===== src/pofr_cfg.svh =====
// constants for the on/off and fault response command registers
`ifndef POFR_CFG_SVH
`define POFR_CFG_SVH

// command codes
`define POFR_CMD_RUN         8'h01
`define POFR_CMD_GATING      8'h02
`define POFR_CMD_CLEAR       8'h03
`define POFR_CMD_RESTORE     8'h12
`define POFR_CMD_STORE       8'h15
`define POFR_CMD_OV_LIMIT    8'h40
`define POFR_CMD_OV_RESP     8'h41
`define POFR_CMD_OC_LIMIT    8'h46
`define POFR_CMD_OC_RESP     8'h47
`define POFR_CMD_OT_LIMIT    8'h4f
`define POFR_CMD_FW_REV      8'h9b

// run control fields
`define POFR_RUN_ON_BIT      7
`define POFR_RUN_SEL_HI      5
`define POFR_RUN_SEL_LO      4
`define POFR_RUN_RESET       8'h80
`define POFR_SEL_NOMINAL     2'h0
`define POFR_SEL_MARGIN_LO   2'h1
`define POFR_SEL_MARGIN_HI   2'h2
`define POFR_SEL_BAD         2'h3

// power-up gating configuration, fixed: combined and command gating set
`define POFR_GATING_VALUE    8'h18

// response register fields
`define POFR_RESP_CODE_HI    7
`define POFR_RESP_CODE_LO    6
`define POFR_RETRY_HI        5
`define POFR_RETRY_LO        3
`define POFR_RESP_MASK       8'hf8
`define POFR_OV_RESP_CODE    2'h2
`define POFR_OC_RESP_CODE    2'h3
`define POFR_RETRY_LATCH     3'h0
`define POFR_RETRY_FOREVER   3'h7
`define POFR_OV_RESP_RESET   8'h80
`define POFR_OC_RESP_RESET   8'hf8

// limits: output voltage in linear16 with exponent -10, others linear11 exponent 0
`define POFR_OV_LOW          16'h34cd
`define POFR_OV_HIGH         16'h3800
`define POFR_OV_RESET        16'h3600
`define POFR_OC_LOW          16'h002b
`define POFR_OC_HIGH         16'h0050
`define POFR_OC_RESET        16'h004b
`define POFR_OT_LOW          16'h0078
`define POFR_OT_HIGH         16'h008c
`define POFR_OT_RESET        16'h0087

// read lengths in bytes: firmware revision block, word registers, byte registers
`define POFR_FW_COUNT        2'h2
`define POFR_WORD_COUNT      2'h2
`define POFR_BYTE_COUNT      2'h1

`endif


===== src/pofr_pkg.sv =====
// types shared by the on/off and fault response command registers
package pofr_pkg;

  // one command from the bus front end, valid for one cycle
  typedef struct packed {
    logic        valid;  // command present this cycle
    logic        write;  // 1 write, 0 read
    logic [7:0]  code;   // command code
    logic [15:0] data;   // write data, bytes in low bits
  } pofr_cmd_t;

  // answer to a command, valid for one cycle
  typedef struct packed {
    logic        valid;  // answer present
    logic        ack;    // 1 command known, 0 refused
    logic [1:0]  count;  // bytes returned
    logic [15:0] data;   // read data
  } pofr_rsp_t;

  // sticky fault flags
  typedef struct packed {
    logic ot;
    logic oc;
    logic ov;
  } pofr_faults_t;

  // fault response sequencer states
  typedef enum logic [1:0] {
    POFR_ARMED,
    POFR_LATCHED,
    POFR_WAITING
  } pofr_state_t;

endpackage


===== src/pofr_limit_clamp.sv =====
// one protection limit register with range clamping
`timescale 1ns/1ps
`include "pofr_cfg.svh"
module pofr_limit_clamp #(
  parameter logic [15:0] LOW      = 16'h0000, // lower bound code
  parameter logic [15:0] HIGH     = 16'hffff, // upper bound code
  parameter logic [15:0] RESETVAL = 16'h0000, // value after reset
  parameter bit          LINEAR11 = 1'b1      // exponent in bits 15:11
) (
  input  wire logic        clk,
  input  wire logic        rst,
  input  wire logic        wrEn,
  input  wire logic [15:0] wrData,
  output logic [15:0]      limit
);
  logic inRange; // write lies within the permitted window

  // linear11 writes must carry the exponent of the lower bound LOW; the mantissa is then compared
  always_comb begin
    if (LINEAR11) begin
      inRange = (wrData[15:11] == LOW[15:11]) &&
                ($signed(wrData[10:0]) >= $signed(LOW[10:0])) &&
                ($signed(wrData[10:0]) <= $signed(HIGH[10:0]));
    end else begin
      inRange = (wrData >= LOW) && (wrData <= HIGH);
    end
  end

  // a value outside the window falls back to the lower bound, not the old value
  always_ff @(posedge clk) begin
    if (rst) begin
      limit <= RESETVAL;
    end else if (wrEn) begin
      limit <= inRange ? wrData : LOW;
    end
  end
endmodule


===== src/pofr_fault_resp.sv =====
// response register and shutdown sequencer for one fault source
`timescale 1ns/1ps
`include "pofr_cfg.svh"
module pofr_fault_resp
  import pofr_pkg::*;
#(
  parameter logic [1:0] CODE         = 2'h2,  // only supported response code
  parameter logic [7:0] RESETVAL     = 8'h80, // response value after reset
  parameter int         RETRY_CYCLES = 256    // wait before each restart
) (
  input  wire logic       clk,
  input  wire logic       rst,
  input  wire logic       fault,
  input  wire logic       runOn,
  input  wire logic       runWrite,
  input  wire logic       wrEn,
  input  wire logic [7:0] wrData,
  output logic [7:0]      resp,
  output logic            tripped
);
  import pofr_pkg::*;

  pofr_state_t  state;    // sequencer state
  logic [15:0]  waitCnt;  // restart wait counter
  logic [2:0]   retry;    // stored retry field
  logic         wrValid;  // write carries supported codes

  assign retry = resp[`POFR_RETRY_HI:`POFR_RETRY_LO];
  assign wrValid = (wrData[`POFR_RESP_CODE_HI:`POFR_RESP_CODE_LO] == CODE) &&
                   ((wrData[`POFR_RETRY_HI:`POFR_RETRY_LO] == `POFR_RETRY_LATCH) ||
                    (wrData[`POFR_RETRY_HI:`POFR_RETRY_LO] == `POFR_RETRY_FOREVER));
  assign tripped = (state != POFR_ARMED);

  // register keeps its old value on unsupported writes; delay bits stay zero
  always_ff @(posedge clk) begin
    if (rst) begin
      resp <= RESETVAL;
    end else if (wrEn && wrValid) begin
      resp <= wrData & `POFR_RESP_MASK;
    end
  end

  // shut down on fault, then latch or retry as the retry field says
  always_ff @(posedge clk) begin
    if (rst) begin
      state   <= POFR_ARMED;
      waitCnt <= 16'h0000;
    end else begin
      case (state)
        POFR_ARMED: begin
          waitCnt <= 16'h0000;
          if (fault && runOn) begin
            state <= (retry == `POFR_RETRY_LATCH) ? POFR_LATCHED : POFR_WAITING;
          end
        end
        POFR_LATCHED: begin
          if (runWrite) begin
            state <= POFR_ARMED;
          end
        end
        POFR_WAITING: begin
          if (!runOn) begin // commanded off ends retrying
            state <= POFR_ARMED;
          end else if (waitCnt >= 16'(RETRY_CYCLES - 1)) begin
            state <= POFR_ARMED; // restart attempt
          end else begin
            waitCnt <= waitCnt + 16'h0001;
          end
        end
        default: begin
          state <= POFR_ARMED;
        end
      endcase
    end
  end
endmodule


===== src/pofr_regs.sv =====
// command register bank: on/off control, gating, limits and fault response
`timescale 1ns/1ps
`include "pofr_cfg.svh"
module pofr_regs
  import pofr_pkg::*;
#(
  parameter int          RETRY_CYCLES = 256,     // restart wait in clock cycles
  parameter logic [15:0] FW_REV       = 16'h3130 // arbitrary firmware revision bytes
) (
  input  wire logic                  clk,
  input  wire logic                  rst,
  input  wire pofr_pkg::pofr_cmd_t   cmdIn,
  output pofr_pkg::pofr_rsp_t        rspOut,
  input  wire logic                  controlPin,
  input  wire logic                  ovFaultPin,
  input  wire logic                  ocFaultPin,
  input  wire logic                  otFaultPin,
  output logic                       powerOn,
  output logic [1:0]                 setpointSel,
  output pofr_pkg::pofr_faults_t     faultFlags,
  output logic                       nvmLockout
);
  import pofr_pkg::*;

  // synchronisers for pins from the analog side
  logic [1:0]   ctlSync;     // control pin, stage 0 then 1
  logic [1:0]   ovSync;      // over-voltage comparator
  logic [1:0]   ocSync;      // over-current comparator
  logic [1:0]   otSync;      // over-temperature comparator
  logic         ctlOn;       // synchronised control pin
  logic         ovFault;     // synchronised over-voltage fault
  logic         ocFault;     // synchronised over-current fault
  logic         otFault;     // synchronised over-temperature fault

  // run control register contents
  logic         runOn;       // output commanded on
  logic [1:0]   runSel;      // setpoint source

  // command decode
  logic         isWrite;     // write command this cycle
  logic         isRead;      // read command this cycle
  logic         runWrite;    // run control written
  logic         ovLimWr;     // over-voltage limit write
  logic         ocLimWr;     // over-current limit write
  logic         otLimWr;     // over-temperature limit write
  logic         ovRespWr;    // over-voltage response write
  logic         ocRespWr;    // over-current response write
  logic         clearCmd;    // clear-faults command
  logic         nvmAccess;   // store or restore touched

  // stored values
  logic [15:0]  ovLimit;     // over-voltage limit
  logic [15:0]  ocLimit;     // over-current limit
  logic [15:0]  otLimit;     // over-temperature limit
  logic [7:0]   ovResp;      // over-voltage response
  logic [7:0]   ocResp;      // over-current response
  logic         ovTripped;   // over-voltage sequencer holds output off
  logic         ocTripped;   // over-current sequencer holds output off

  // remote off-on tracking
  logic         pinWasOff;   // control pin seen off since last clear
  logic         runWasOff;   // run bit seen off since last clear
  logic         cycleClear;  // off-then-on cycle completed
  logic         next_powerOn;
  pofr_rsp_t    next_rsp;

  // two flip-flops per pin before any logic looks at it
  always_ff @(posedge clk) begin
    if (rst) begin
      ctlSync <= 2'h0;
      ovSync  <= 2'h0;
      ocSync  <= 2'h0;
      otSync  <= 2'h0;
    end else begin
      ctlSync <= {ctlSync[0], controlPin};
      ovSync  <= {ovSync[0], ovFaultPin};
      ocSync  <= {ocSync[0], ocFaultPin};
      otSync  <= {otSync[0], otFaultPin};
    end
  end

  assign ctlOn   = ctlSync[1];
  assign ovFault = ovSync[1];
  assign ocFault = ocSync[1];
  assign otFault = otSync[1];

  // command decode, one cycle per command
  assign isWrite   = cmdIn.valid && cmdIn.write;
  assign isRead    = cmdIn.valid && !cmdIn.write;
  assign runWrite  = isWrite && (cmdIn.code == `POFR_CMD_RUN);
  assign ovLimWr   = isWrite && (cmdIn.code == `POFR_CMD_OV_LIMIT);
  assign ocLimWr   = isWrite && (cmdIn.code == `POFR_CMD_OC_LIMIT);
  assign otLimWr   = isWrite && (cmdIn.code == `POFR_CMD_OT_LIMIT);
  assign ovRespWr  = isWrite && (cmdIn.code == `POFR_CMD_OV_RESP);
  assign ocRespWr  = isWrite && (cmdIn.code == `POFR_CMD_OC_RESP);
  assign clearCmd  = isWrite && (cmdIn.code == `POFR_CMD_CLEAR);
  // a read counts as an access too, so any direction locks the output
  assign nvmAccess = cmdIn.valid &&
                     ((cmdIn.code == `POFR_CMD_STORE) ||
                      (cmdIn.code == `POFR_CMD_RESTORE));

  // on/off bit follows every run control write
  always_ff @(posedge clk) begin
    if (rst) begin
      runOn <= 1'(`POFR_RUN_RESET >> `POFR_RUN_ON_BIT);
    end else if (runWrite) begin
      runOn <= cmdIn.data[`POFR_RUN_ON_BIT];
    end
  end

  // setpoint source; the unsupported code leaves the field as it was
  always_ff @(posedge clk) begin
    if (rst) begin
      runSel <= `POFR_SEL_NOMINAL;
    end else if (runWrite &&
                 (cmdIn.data[`POFR_RUN_SEL_HI:`POFR_RUN_SEL_LO] != `POFR_SEL_BAD)) begin
      runSel <= cmdIn.data[`POFR_RUN_SEL_HI:`POFR_RUN_SEL_LO];
    end
  end

  // setpoint selection drives the reference mux of the power stage
  always_ff @(posedge clk) begin
    if (rst) begin
      setpointSel <= `POFR_SEL_NOMINAL;
    end else begin
      setpointSel <= runSel;
    end
  end

  // store/restore lockout only ends with input power, i.e. reset
  always_ff @(posedge clk) begin
    if (rst) begin
      nvmLockout <= 1'b0;
    end else if (nvmAccess) begin
      nvmLockout <= 1'b1;
    end
  end

  // protection limits with clamping
  pofr_limit_clamp #(
    .LOW      (`POFR_OV_LOW),
    .HIGH     (`POFR_OV_HIGH),
    .RESETVAL (`POFR_OV_RESET),
    .LINEAR11 (1'b0)
  ) ovLimitReg (
    .clk    (clk),
    .rst    (rst),
    .wrEn   (ovLimWr),
    .wrData (cmdIn.data),
    .limit  (ovLimit)
  );

  pofr_limit_clamp #(
    .LOW      (`POFR_OC_LOW),
    .HIGH     (`POFR_OC_HIGH),
    .RESETVAL (`POFR_OC_RESET),
    .LINEAR11 (1'b1)
  ) ocLimitReg (
    .clk    (clk),
    .rst    (rst),
    .wrEn   (ocLimWr),
    .wrData (cmdIn.data),
    .limit  (ocLimit)
  );

  pofr_limit_clamp #(
    .LOW      (`POFR_OT_LOW),
    .HIGH     (`POFR_OT_HIGH),
    .RESETVAL (`POFR_OT_RESET),
    .LINEAR11 (1'b1)
  ) otLimitReg (
    .clk    (clk),
    .rst    (rst),
    .wrEn   (otLimWr),
    .wrData (cmdIn.data),
    .limit  (otLimit)
  );

  // fault sequencers; over-temperature response is handled elsewhere
  pofr_fault_resp #(
    .CODE         (`POFR_OV_RESP_CODE),
    .RESETVAL     (`POFR_OV_RESP_RESET),
    .RETRY_CYCLES (RETRY_CYCLES)
  ) ovResponse (
    .clk      (clk),
    .rst      (rst),
    .fault    (ovFault),
    .runOn    (runOn),
    .runWrite (runWrite),
    .wrEn     (ovRespWr),
    .wrData   (cmdIn.data[7:0]),
    .resp     (ovResp),
    .tripped  (ovTripped)
  );

  pofr_fault_resp #(
    .CODE         (`POFR_OC_RESP_CODE),
    .RESETVAL     (`POFR_OC_RESP_RESET),
    .RETRY_CYCLES (RETRY_CYCLES)
  ) ocResponse (
    .clk      (clk),
    .rst      (rst),
    .fault    (ocFault),
    .runOn    (runOn),
    .runWrite (runWrite),
    .wrEn     (ocRespWr),
    .wrData   (cmdIn.data[7:0]),
    .resp     (ocResp),
    .tripped  (ocTripped)
  );

  // remember an off phase of pin or run bit; the following on completes a cycle
  always_ff @(posedge clk) begin
    if (rst) begin
      pinWasOff <= 1'b0;
      runWasOff <= 1'b0;
    end else begin
      if (!ctlOn) begin
        pinWasOff <= 1'b1;
      end else if (cycleClear) begin
        pinWasOff <= 1'b0;
      end
      if (!runOn) begin
        runWasOff <= 1'b1;
      end else if (cycleClear) begin
        runWasOff <= 1'b0;
      end
    end
  end

  assign cycleClear = (pinWasOff && ctlOn) || (runWasOff && runOn);

  // sticky fault flags; a fault in the clearing cycle still sets its flag
  always_ff @(posedge clk) begin
    if (rst) begin
      faultFlags <= '0;
    end else begin
      faultFlags.ov <= ovFault || (faultFlags.ov && !(clearCmd || cycleClear));
      faultFlags.oc <= ocFault || (faultFlags.oc && !(clearCmd || cycleClear));
      faultFlags.ot <= otFault || (faultFlags.ot && !(clearCmd || cycleClear));
    end
  end

  // power up needs both the pin and the command; pin alone never suffices
  always_comb begin
    next_powerOn = runOn && ctlOn;
    if (nvmLockout || nvmAccess) begin
      next_powerOn = 1'b0;
    end
    if (ovTripped || ocTripped) begin
      next_powerOn = 1'b0;
    end
  end

  always_ff @(posedge clk) begin
    if (rst) begin
      powerOn <= 1'b0;
    end else begin
      powerOn <= next_powerOn;
    end
  end

  // read data and acknowledge; unknown codes answer with ack low
  always_comb begin
    next_rsp       = '0;
    next_rsp.valid = cmdIn.valid;
    if (isRead) begin
      case (cmdIn.code)
        `POFR_CMD_RUN: begin
          next_rsp.ack   = 1'b1;
          next_rsp.count = `POFR_BYTE_COUNT;
          next_rsp.data  = {8'h00, runOn, 1'b0, runSel, 4'h0};
        end
        `POFR_CMD_GATING: begin
          next_rsp.ack   = 1'b1;
          next_rsp.count = `POFR_BYTE_COUNT;
          next_rsp.data  = {8'h00, `POFR_GATING_VALUE};
        end
        `POFR_CMD_OV_LIMIT: begin
          next_rsp.ack   = 1'b1;
          next_rsp.count = `POFR_WORD_COUNT;
          next_rsp.data  = ovLimit;
        end
        `POFR_CMD_OV_RESP: begin
          next_rsp.ack   = 1'b1;
          next_rsp.count = `POFR_BYTE_COUNT;
          next_rsp.data  = {8'h00, ovResp};
        end
        `POFR_CMD_OC_LIMIT: begin
          next_rsp.ack   = 1'b1;
          next_rsp.count = `POFR_WORD_COUNT;
          next_rsp.data  = ocLimit;
        end
        `POFR_CMD_OC_RESP: begin
          next_rsp.ack   = 1'b1;
          next_rsp.count = `POFR_BYTE_COUNT;
          next_rsp.data  = {8'h00, ocResp};
        end
        `POFR_CMD_OT_LIMIT: begin
          next_rsp.ack   = 1'b1;
          next_rsp.count = `POFR_WORD_COUNT;
          next_rsp.data  = otLimit;
        end
        `POFR_CMD_FW_REV: begin
          next_rsp.ack   = 1'b1;
          next_rsp.count = `POFR_FW_COUNT;
          next_rsp.data  = FW_REV;
        end
        `POFR_CMD_STORE, `POFR_CMD_RESTORE: begin
          next_rsp.ack = 1'b1; // accepted, output now locked
        end
        default: begin
          next_rsp.ack = 1'b0; // unmapped or write-only code
        end
      endcase
    end else if (isWrite) begin
      case (cmdIn.code)
        `POFR_CMD_RUN, `POFR_CMD_CLEAR, `POFR_CMD_STORE, `POFR_CMD_RESTORE,
        `POFR_CMD_OV_LIMIT, `POFR_CMD_OV_RESP, `POFR_CMD_OC_LIMIT,
        `POFR_CMD_OC_RESP, `POFR_CMD_OT_LIMIT: begin
          next_rsp.ack = 1'b1;
        end
        default: begin
          next_rsp.ack = 1'b0; // read-only (gating included) or unknown
        end
      endcase
    end
  end

  // answer one cycle after the command
  always_ff @(posedge clk) begin
    if (rst) begin
      rspOut <= '0;
    end else begin
      rspOut <= next_rsp;
    end
  end
endmodule


===== config.mk =====
export PLATFORM = sky130hd
export DESIGN_NAME = pofr_regs
export DESIGN_NICKNAME = d
export VERILOG_FILES = /design/src/pofr_pkg.sv /design/src/pofr_limit_clamp.sv /design/src/pofr_fault_resp.sv /design/src/pofr_regs.sv
export VERILOG_INCLUDE_DIRS = /design/src /design/src/src
export SDC_FILE = /design/constraint.sdc
export NUM_CORES = 1
export LEC_CHECK = 0
export BUFFER_PORTS_ARGS = -buffer_cell sky130_fd_sc_hd__buf_2
export CAP_MARGIN = 10
export CORE_UTILIZATION = 40
export DETAILED_ROUTE_END_ITERATION = 12
export PLACE_DENSITY = 0.6
export SYNTH_ARGS = -nofsm -noshare
export SYNTH_HDL_FRONTEND = slang
export SYNTH_SLANG_ARGS = --single-unit

===== constraint.sdc =====
create_clock -name clk -period 4.1 [get_ports clk]
set_input_delay 0.205 -clock clk [delete_from_list [all_inputs] [get_ports clk]]
set_output_delay 0.205 -clock clk [all_outputs]
set_load 0.01 [all_outputs]

**Word level (Yosys, flattened, before mapping)**

Cells that the tools add are included.

- Bits in registers: 134
- Input bits: 32
- Word-level logic and storage cells: 154

- $add $sub $neg: 2
- Order comparisons: 8
- Equal/unequal tests: 31
- Mux-type cells: 28
- Bitwise operators: 1
- Reductions and logical operators: 57

Operator list:

| kind | number |
|---|---|
| 18-bit case mux with 8 select lines | 1 |
| 16-bit two-way mux | 7 |
| 16-bit case mux with 2 select lines | 2 |
| 8-bit by 7-bit == test with 1-bit output (second input constant) | 5 |
| 16-bit by 1-bit adder with 16-bit output (second input constant) | 2 |
| 16-bit by 8-bit greater-or-equal comparator with 1-bit output (second input constant) | 2 |
| 1-bit logical AND | 28 |
| 2-bit two-way mux | 9 |
| 8-bit by 2-bit == test with 1-bit output (second input constant) | 2 |
| 8-bit by 5-bit == test with 1-bit output (second input constant) | 2 |
| 16-bit by 14-bit greater-or-equal comparator with 1-bit output (second input constant) | 1 |
| 16-bit by 14-bit less-or-equal comparator with 1-bit output (second input constant) | 1 |
| 2-bit inequality test (second input constant) | 7 |
| 2-bit case mux with 3 select lines | 2 |
| 3-bit AND reduction | 4 |
| 11-bit by 7-bit greater-or-equal comparator with 1-bit output (second input constant) | 1 |
| 11-bit by 8-bit greater-or-equal comparator with 1-bit output (second input constant) | 1 |
| 11-bit by 8-bit less-or-equal comparator with 1-bit output (second input constant) | 1 |
| 11-bit by 9-bit less-or-equal comparator with 1-bit output (second input constant) | 1 |
| 10-bit OR reduction | 1 |
| 3-bit logical NOT | 3 |
| 1-bit logical OR | 9 |
| 9-bit OR reduction | 1 |
| 2-bit == test (second input constant) | 4 |
| 14 further kinds | 30 |

**Logic depth before layout (Yosys ltp)**

Gate-level depths: netlist of run 1.

- Depth in word-level cells: 6
- Depth in mapped cells: 8
- Gate-level depth less buffers: 6

**Modules after synthesis**

From an unflattened synthesis of run 1, not the netlist that was laid out.

- Cell total of the unflattened synthesis: 623
- Area total of the unflattened synthesis: 5744.3 µm²

Modules (own cells, without submodules):

| module | times used | cells an instance | area each (µm²) | seq. area each (µm²) |
|---|---|---|---|---|
| pofr_regs | 1 | 224 | 1971.9 | 800.8 |
| pofr_fault_resp (ocResponse) | 1 | 109 | 978.4 | 460.4 |
| pofr_fault_resp (ovResponse) | 1 | 106 | 969.7 | 460.4 |
| pofr_limit_clamp (ovLimitReg) | 1 | 73 | 674.4 | 320.3 |
| pofr_limit_clamp (otLimitReg) | 1 | 56 | 588.1 | 320.3 |
| pofr_limit_clamp (ocLimitReg) | 1 | 55 | 561.8 | 320.3 |

**Worst setup path after synthesis of run 1**

No wires, ideal clock.

- Kind: input -> register
- From: input cmdIn[19] (netlist bit)
- To: register ovLimitReg.limit[11]
- Arrival: 1.748 ns
- Data required time: 3.983 ns
- Path slack: 2.236 ns
- Stages: 7
- Buffers on the path: 3
- Cells stage by stage: buf_6 > or4_4 > buf_6 > nor4_4 > buf_2 > nor2_1 > a22o_1

- Word-level cells in the longest chain between the ends: 2

RTL lines:

| what | line | RTL |
|---|---|---|
| start, declared | pofr_regs.sv:12 | `input wire pofr_pkg::pofr_cmd_t cmdIn,` |
| 8-bit by 7-bit == test with 1-bit output | - |  |
| 1-bit logical AND | pofr_regs.sv:91 | `` assign ovLimWr = isWrite && (cmdIn.code == `POFR_CMD_OV_LIMIT); `` |
| end signal, assigned | pofr_limit_clamp.sv:34 | `limit <= inRange ? wrData : LOW;` |
| end, declared | pofr_limit_clamp.sv:14 | `output logic [15:0] limit` |

No other way between the ends.
A chain may end at the register's enable or synchronous reset.

**Worst setup path in the final report of run 1**

- From: register runOn
- To: register ocResponse.waitCnt[0]

- Word-level cells in the longest chain between the ends: 2

RTL lines:

| what | line | RTL |
|---|---|---|
| start, declared | pofr_regs.sv:36 | `logic runOn;` |
| start signal, assigned | pofr_regs.sv:105 | `` runOn <= 1'(`POFR_RUN_RESET >> `POFR_RUN_ON_BIT); `` |
| start signal, assigned | pofr_regs.sv:107 | `` runOn <= cmdIn.data[`POFR_RUN_ON_BIT]; `` |
| 2-bit inequality test (no line) | - |  |
| 3-bit AND reduction (no line) | - |  |
| end signal, assigned | pofr_fault_resp.sv:67 | `waitCnt <= waitCnt + 16'h0001;` |
| end, declared | pofr_fault_resp.sv:24 | `logic [15:0] waitCnt;` |

No other way between the ends.

==> results of run 1 <==
-- metal layers --
| metal | track usage, % | vias up | wire, um |
|---|---|---|---|
| li1 | - | 2104 | - |
| met1 | 27.78 | 2081 | 6495 |
| met3 | 6.274 | 26 | 816 |
| met5 | 0 | - | 0 |
| met2 | 30.29 | 145 | 5774 |
| met4 | 9.740 | 0 | 298 |
-- cells in the mapped netlist, types with 6 or more instances --
master,number
nand4_1,9
and3_1,11
a222oi_1,10
buf_6,7
nor2b_1,17
o21ai_0,14
a21oi_1,20
nor3_1,24
dfxtp_1,134
and2_1,38
inv_1,15
clkbuf_1,10
or3_1,7
nor4_1,7
a31oi_1,6
nor2_1,66
nand3_1,15
buf_2,7
nand2_1,28
-- placed cells by master (no fill, tap or decap), types with 5 or more instances in the layout --
| cell | n |
|---|---|
| nor2_1 | 66 |
| o21ai_0 | 14 |
| or3_1 | 7 |
| a22o_1 | 5 |
| nor2b_1 | 17 |
| nand3_1 | 15 |
| inv_1 | 15 |
| nand4_1 | 9 |
| a21oi_1 | 20 |
| and4_1 | 5 |
| a22oi_1 | 5 |
| and3_1 | 11 |
| clkbuf_16 | 17 |
| clkbuf_8 | 6 |
| a222oi_1 | 10 |
| nor4_1 | 7 |
| buf_2 | 58 |
| and2_1 | 38 |
| dfxtp_1 | 134 |
| nand2_1 | 28 |
| a31oi_1 | 6 |
| nor3_1 | 24 |
-- cells by family after synthesis --
logic type	after synthesis	synth area share (%)
mux	6	1.222
flops	134	50.38
fa+ha+maj	2	0.4698
xor+xnor	8	1.316
buf+inv	44	4.511
simple gates	258	27.42
compound gates	102	14.69
-- where the power goes --
group | switching, W | total [W] | leakage, nW | internal (W)
Clock | 0.000516 | 0.00150 | 0.288 | 0.000981
Sequential | 0.00000491 | 0.00132 | 1.08 | 0.00131
Combinational | 0.0000773 | 0.000117 | 1.05 | 0.0000393
Total | 0.000598 | 0.00293 | 2.42 | 0.00233
-- timing repair --
item	4_1_cts	5_1_grt
setup buffers	0	0
endpoints found under the hold margin	4	0
hold buffers	4	0
-- worst paths after layout --
| check | startpoint | to | slack [ps] | cells past startpoint |
|---|---|---|---|---|
| max reg2reg | runOn | ocResponse.waitCnt[0] | 1860 | 5 |
| min reg2reg | ovResponse.resp[6] | ovResponse.resp[6] | 440 | 2 |
| min | cmdIn[8] | ovLimitReg.limit[8] | 60 | 2 |
| max | runOn | ocResponse.waitCnt[0] | 1860 | 5 |
-- through the flow --
step           power, W  instance area (sq um)  utilization, %  std cells
2_1_floorplan  0.001415                   5325               -        554
3_3_place_gp   0.001454                   5654           44.09        756
5_1_grt        0.003030                   6279           48.96        789
3_5_place_dp   0.001457                   5654           44.09        756
6_report       0.002930                   6279           48.96        789
4_1_cts        0.002954                   6279           48.96        789
-- registers in the layout (all words and copies together), names as in the netlist, 3 cells and up --
register,flops
ovResponse.waitCnt,16
ocLimitReg.limit,16
ocResponse.resp,5
otLimitReg.limit,16
ovResponse.resp,5
ocResponse.waitCnt,16
rspOut,20
ovLimitReg.limit,16
faultFlags,3
-- worst max-delay path, cell delays in order (launching register included) --
cell     delay, ps
dfxtp_1        610
nor4b_1        390
nand3_1        240
a31o_2         300
or3b_2         460
o21ai_0        160
-- final cells by class --
| cell class | count | area, sq um | area share [%] |
|---|---|---|---|
| sequential | 134 | 2683 | 42.73 |
| multi-input combinational | 376 | 2402 | 38.26 |
| clock buffer | 26 | 519.2 | 8.270 |
| timing repair buffer | 63 | 337.8 | 5.381 |
| tap | 172 | 215.2 | 3.428 |
| clock inverter | 3 | 65.06 | 1.036 |
| inverter | 15 | 56.30 | 0.8968 |
==> flow_metrics.tcl, run 1 <==
set metrics [dict create \
    rsz0062_at_grt "false" \
    die_h_um 117.4 \
    maxSlewViolCount 0 \
    track_usage_pct 20.74 \
    end_kind "register" \
    drv_cap 0 \
    hpwl_um 9388 \
    wl_um 13390 \
    gp_congestion 0.8956 \
    synth_cells 554 \
    cts_sinks 134 \
    synthesis.nets 588 \
    wl_per_cell_um 16.96 \
    core_sq_um 12820 \
    status "complete, no violations" \
    port-buffer-count 58 \
    startpoint_type "register" \
    first_global_vias 4306 \
    die-width_um 117.4 \
    hold_viol 0 \
    crit_type "register to register" \
    setup_viol 0 \
    ir_worst_vdd_mv 0.3156 \
    drt-pass1-iter-count 5 \
    synth_top_area_share_pct 50.38 \
    cts_buffers 17 \
    timing.final.crit_share_pct 54.69 \
    insertedDiodeCount 0 \
    clk_latency_ps 420 \
    dp_slack_ps 1553 \
    vias_per_cell 5.521 \
    grt_max_degree 45 \
    postCtsResizedCells 0 \
    ys_warn_count 0 \
    synth_top_area_cell "dfxtp_1" \
    tns_ps 0 \
    synth_ff_type "dfxtp_1" \
    synthesis.area_sq_um 5325 \
    hp-class "input port to register" \
    cts.path.max_buffers 2 \
    ys_ff_latch 134 \
    tritoncts "built" \
    yosys-top-cells-area "dfxtp_1, nor2_1, and2_1" \
    clk_pin_slew_ps 50 \
    fmax_mhz 446.0 \
    layout.nets 641 \
    syn_area_per_cell_sq_um 9.612 \
    slew_headroom_pct 31.10 \
    drtIter0Drc 317 \
    worstPathRequired_ps 4440 \
    setup_ws_ps 1858 \
    timing.final.crit_period_ps 2242 \
    io_pins 59 \
    die_area_sq_um 13780 \
    synth_edf_count 0 \
    tightest_slew_ps 1030 \
    ys_seq_area_share_pct 50.38 \
    synth_cell_types 73 \
    finClkSkew_ps 6.270 \
    root_buffer "clkbuf_16" \
    p_per_area_nw_per_um2 466.7 \
    hold-worst-slack_ps 56.26 \
    power.leakage_nw 2.425 \
    fillCellCount 1242 \
    grt_overflow 0 \
    path_max_fanout 11 \
    antenna_found_initial 0 \
    grt_pass1_wl_um 22440 \
    post-route-drc-count 0 \
    num_rows 41 \
    area_growth_pct 17.90 \
    vias 4356 \
    initial_core_util_pct 41.52 \
    arrival_ps 2580 \
    layout-drive-gt1-share_pct 17.83 \
    htreeDepth 4 \
    synthArstFlopShare_pct 0 \
    ant_nets 0 \
]
Power figures use the tool's default switching activity.
==> run 2: changes to the inputs <==
--- a/config.mk
+++ b/config.mk
@@ -10,7 +10,7 @@
 export CAP_MARGIN = 10
 export CORE_UTILIZATION = 40
 export DETAILED_ROUTE_END_ITERATION = 12
-export PLACE_DENSITY = 0.6
+export PLACE_DENSITY = 0.62
 export SYNTH_ARGS = -nofsm -noshare
 export SYNTH_HDL_FRONTEND = slang
 export SYNTH_SLANG_ARGS = --single-unit
==> constraint.sdc (replaced) <==
create_clock -name clk -period 1.9 [get_ports clk]
set_input_delay 0.095 -clock clk [delete_from_list [all_inputs] [get_ports clk]]
set_output_delay 0.095 -clock clk [all_outputs]
set_load 0.01 [all_outputs]
==> flow_metrics.tcl, run 2 (synthesis results as in run 1) <==
set metrics [dict create \
    reg2reg_depth 5 \
    whs_path_depth 3 \
    fmax_mhz 562.9 \
    critPathTopFamily "compound AO/OA/AOI/OAI gates" \
    wl_um 13270 \
    multi_input_area_sq_um 2439 \
    status "complete, no violations" \
    reg2reg_to "ocResponse.waitCnt[0]" \
    startpoint_type "input port" \
    initial_core_util_pct 41.52 \
    num_rows 41 \
    die_area_sq_um 13780 \
    cp_slowest_stage_delay_ps 530 \
    hold_start "cmdIn[7]" \
    timing.final.crit_share_pct 93.50 \
    slew_headroom_pct 42.29 \
    drtIter0Drc 305 \
    rrSetupSlack_ps 160 \
    clk_latency_ps 420 \
    tritoncts "built" \
    die-width_um 117.4 \
    io_pins 59 \
    crit_path_top_delay_cell "dlygate4sd3_1" \
    clk_pin_slew_ps 60 \
    insertedDiodeCount 0 \
    vias_per_cell 5.439 \
    track_usage_pct 20.12 \
    largest_reg_flops 20 \
    first_global_vias 4353 \
    hpwl_um 9375 \
    layout_commonest_cell "dfxtp_1" \
    cp_num_buf_inv 3 \
    wl_per_cell_um 15.88 \
    mostFrequentLayoutCells "dfxtp_1, nor2_1, buf_2, and2_1, buf_4" \
    htreeDepth 4 \
    post-route-drc-count 0 \
    dp_slack_ps -48.75 \
    drt-pass1-iter-count 5 \
    die_h_um 117.4 \
    layout-drive-gt1-share_pct 23.34 \
    drv_cap 0 \
    ir_worst_vdd_mv 0.6172 \
    arrival_ps 2140 \
    timing.final.crit_period_ps 1776 \
    grt_overflow 0 \
    crit_type "input port to register" \
    ant_nets 0 \
    hold_end "otLimitReg.limit[7]" \
    setup_ws_ps 123.5 \
    dpl_cell_area_sq_um 5937 \
    setup_viol 0 \
    finClkSkew_ps 6.124 \
    grt_pass1_wl_um 22000 \
    layout.nets 685 \
    vias 4547 \
    largest_register "rspOut" \
    cts.path.max_buffers 2 \
    grt_max_degree 24 \
    finalInstanceArea_sq_um 6678 \
    hold_viol 0 \
    antenna_found_initial 0 \
    p_per_area_nw_per_um2 948.9 \
    core_sq_um 12820 \
    fillCellCount 1225 \
    gp_congestion 0.8893 \
    end_kind "register" \
    maxSlewViolCount 0 \
    path_max_fanout 6 \
    port-buffer-count 58 \
    reg2reg_from "ocResponse.waitCnt[4]" \
    cts_sinks 134 \
    rsz0062_at_grt "false" \
    hp-class "input port to register" \
    post_cts.repair.setup_buffers 0 \
    seqCellArea_sq_um 2683 \
    root_buffer "clkbuf_16" \
    area_growth_pct 25.40 \
    cts_buffers 17 \
    power.leakage_nw 2.654 \
    worstPathRequired_ps 2270 \
    worstPathCellList "dlygate4sd3_1 > buf_2 > o211ai_1 > nand2_1 > a311o_2 > a211oi_1 > buf_4 > a221o_1" \
    tightest_slew_ps 862.4 \
]
## run 2: changes by cell type in the layout (fill, tap and decap cells not counted), moves of 2 or more
cell and delta:
buf_4 +35, dlygate4sd3_1 +8, clkbuf_8 -4, clkinvlp_4 +4, clkinv_2 +3, clkbuf_1 -2
## run 2: metrics by stage
stage | hold WS, ps | setup TNS (ps) | utilization (%) | total power, W | instances
after CTS | 6.815 | 0 | 51.83 | 0.006384 | 836
after global routing | 30.68 | 0 | 52.07 | 0.006545 | 836
after global placement | 309.0 | 0 | 46.29 | 0.003169 | 792
final | 28.40 | 0 | 52.07 | 0.006337 | 836
after detailed placement | 315.3 | -167.0 | 46.29 | 0.003174 | 792
after floorplan | 174.1 | 0 | - | 0.003053 | 554
## run 2: report_power, final
group	internal, W	leakage (nW)	switching (W)
clock	0.00199	0.278	0.00121
sequential	0.00283	1.08	0.0000102
combinational	0.000119	1.29	0.000174
total	0.00494	2.65	0.00139
## run 2: worst max-delay path by stage
| stage | start | endpoint | slack (ps) | depth (start not counted) |
|---|---|---|---|---|
| floorplan | runOn | ocResponse.waitCnt[0] | 60 | 6 |
| global placement | cmdIn[19] | ovLimitReg.limit[8] | 50 | 6 |
| detailed placement | cmdIn[19] | ovLimitReg.limit[4] | -50 | 6 |
| CTS | ocResponse.state[0] | ocResponse.waitCnt[0] | 120 | 5 |
| global route | cmdIn[0] | otLimitReg.limit[0] | 6 | 8 |
| finish | cmdIn[0] | otLimitReg.limit[2] | 120 | 8 |
## run 2: repair_timing
item / 4_1_cts / 5_1_grt
setup endpoints to repair: 1 / 8
resized for setup: 1 / 5
endpoints found under the hold margin: 15 / 0
hold buffers: 12 / 0
pin swaps: 0 / 1
gates cloned: 0 / 0
## run 2: area by class of cell
class                      count  share of cell area, %
clock buffer                  20                  6.839
clock inverter                12                  1.911
inverter                      15                 0.8432
multi-input combinational    376                  36.52
sequential                   134                  40.17
tap                          172                  3.223
timing repair buffer         107                  10.49
## run 2: worst reg2reg max path: stages (launching register included)
cell	delay (ps)
dfxtp_1	330
and3_1	190
and3_1	240
a31o_2	300
or3b_2	450
o21ai_0	160
## run 2: layer usage
layer  GRT usage, %  share of wire (%)  up-vias
li1               -                  -     2196
met1          27.61                 48     2174
met2          29.29                 44      153
met3          5.885                5.9       24
met4          8.279                1.9        0
met5              0                  0        -
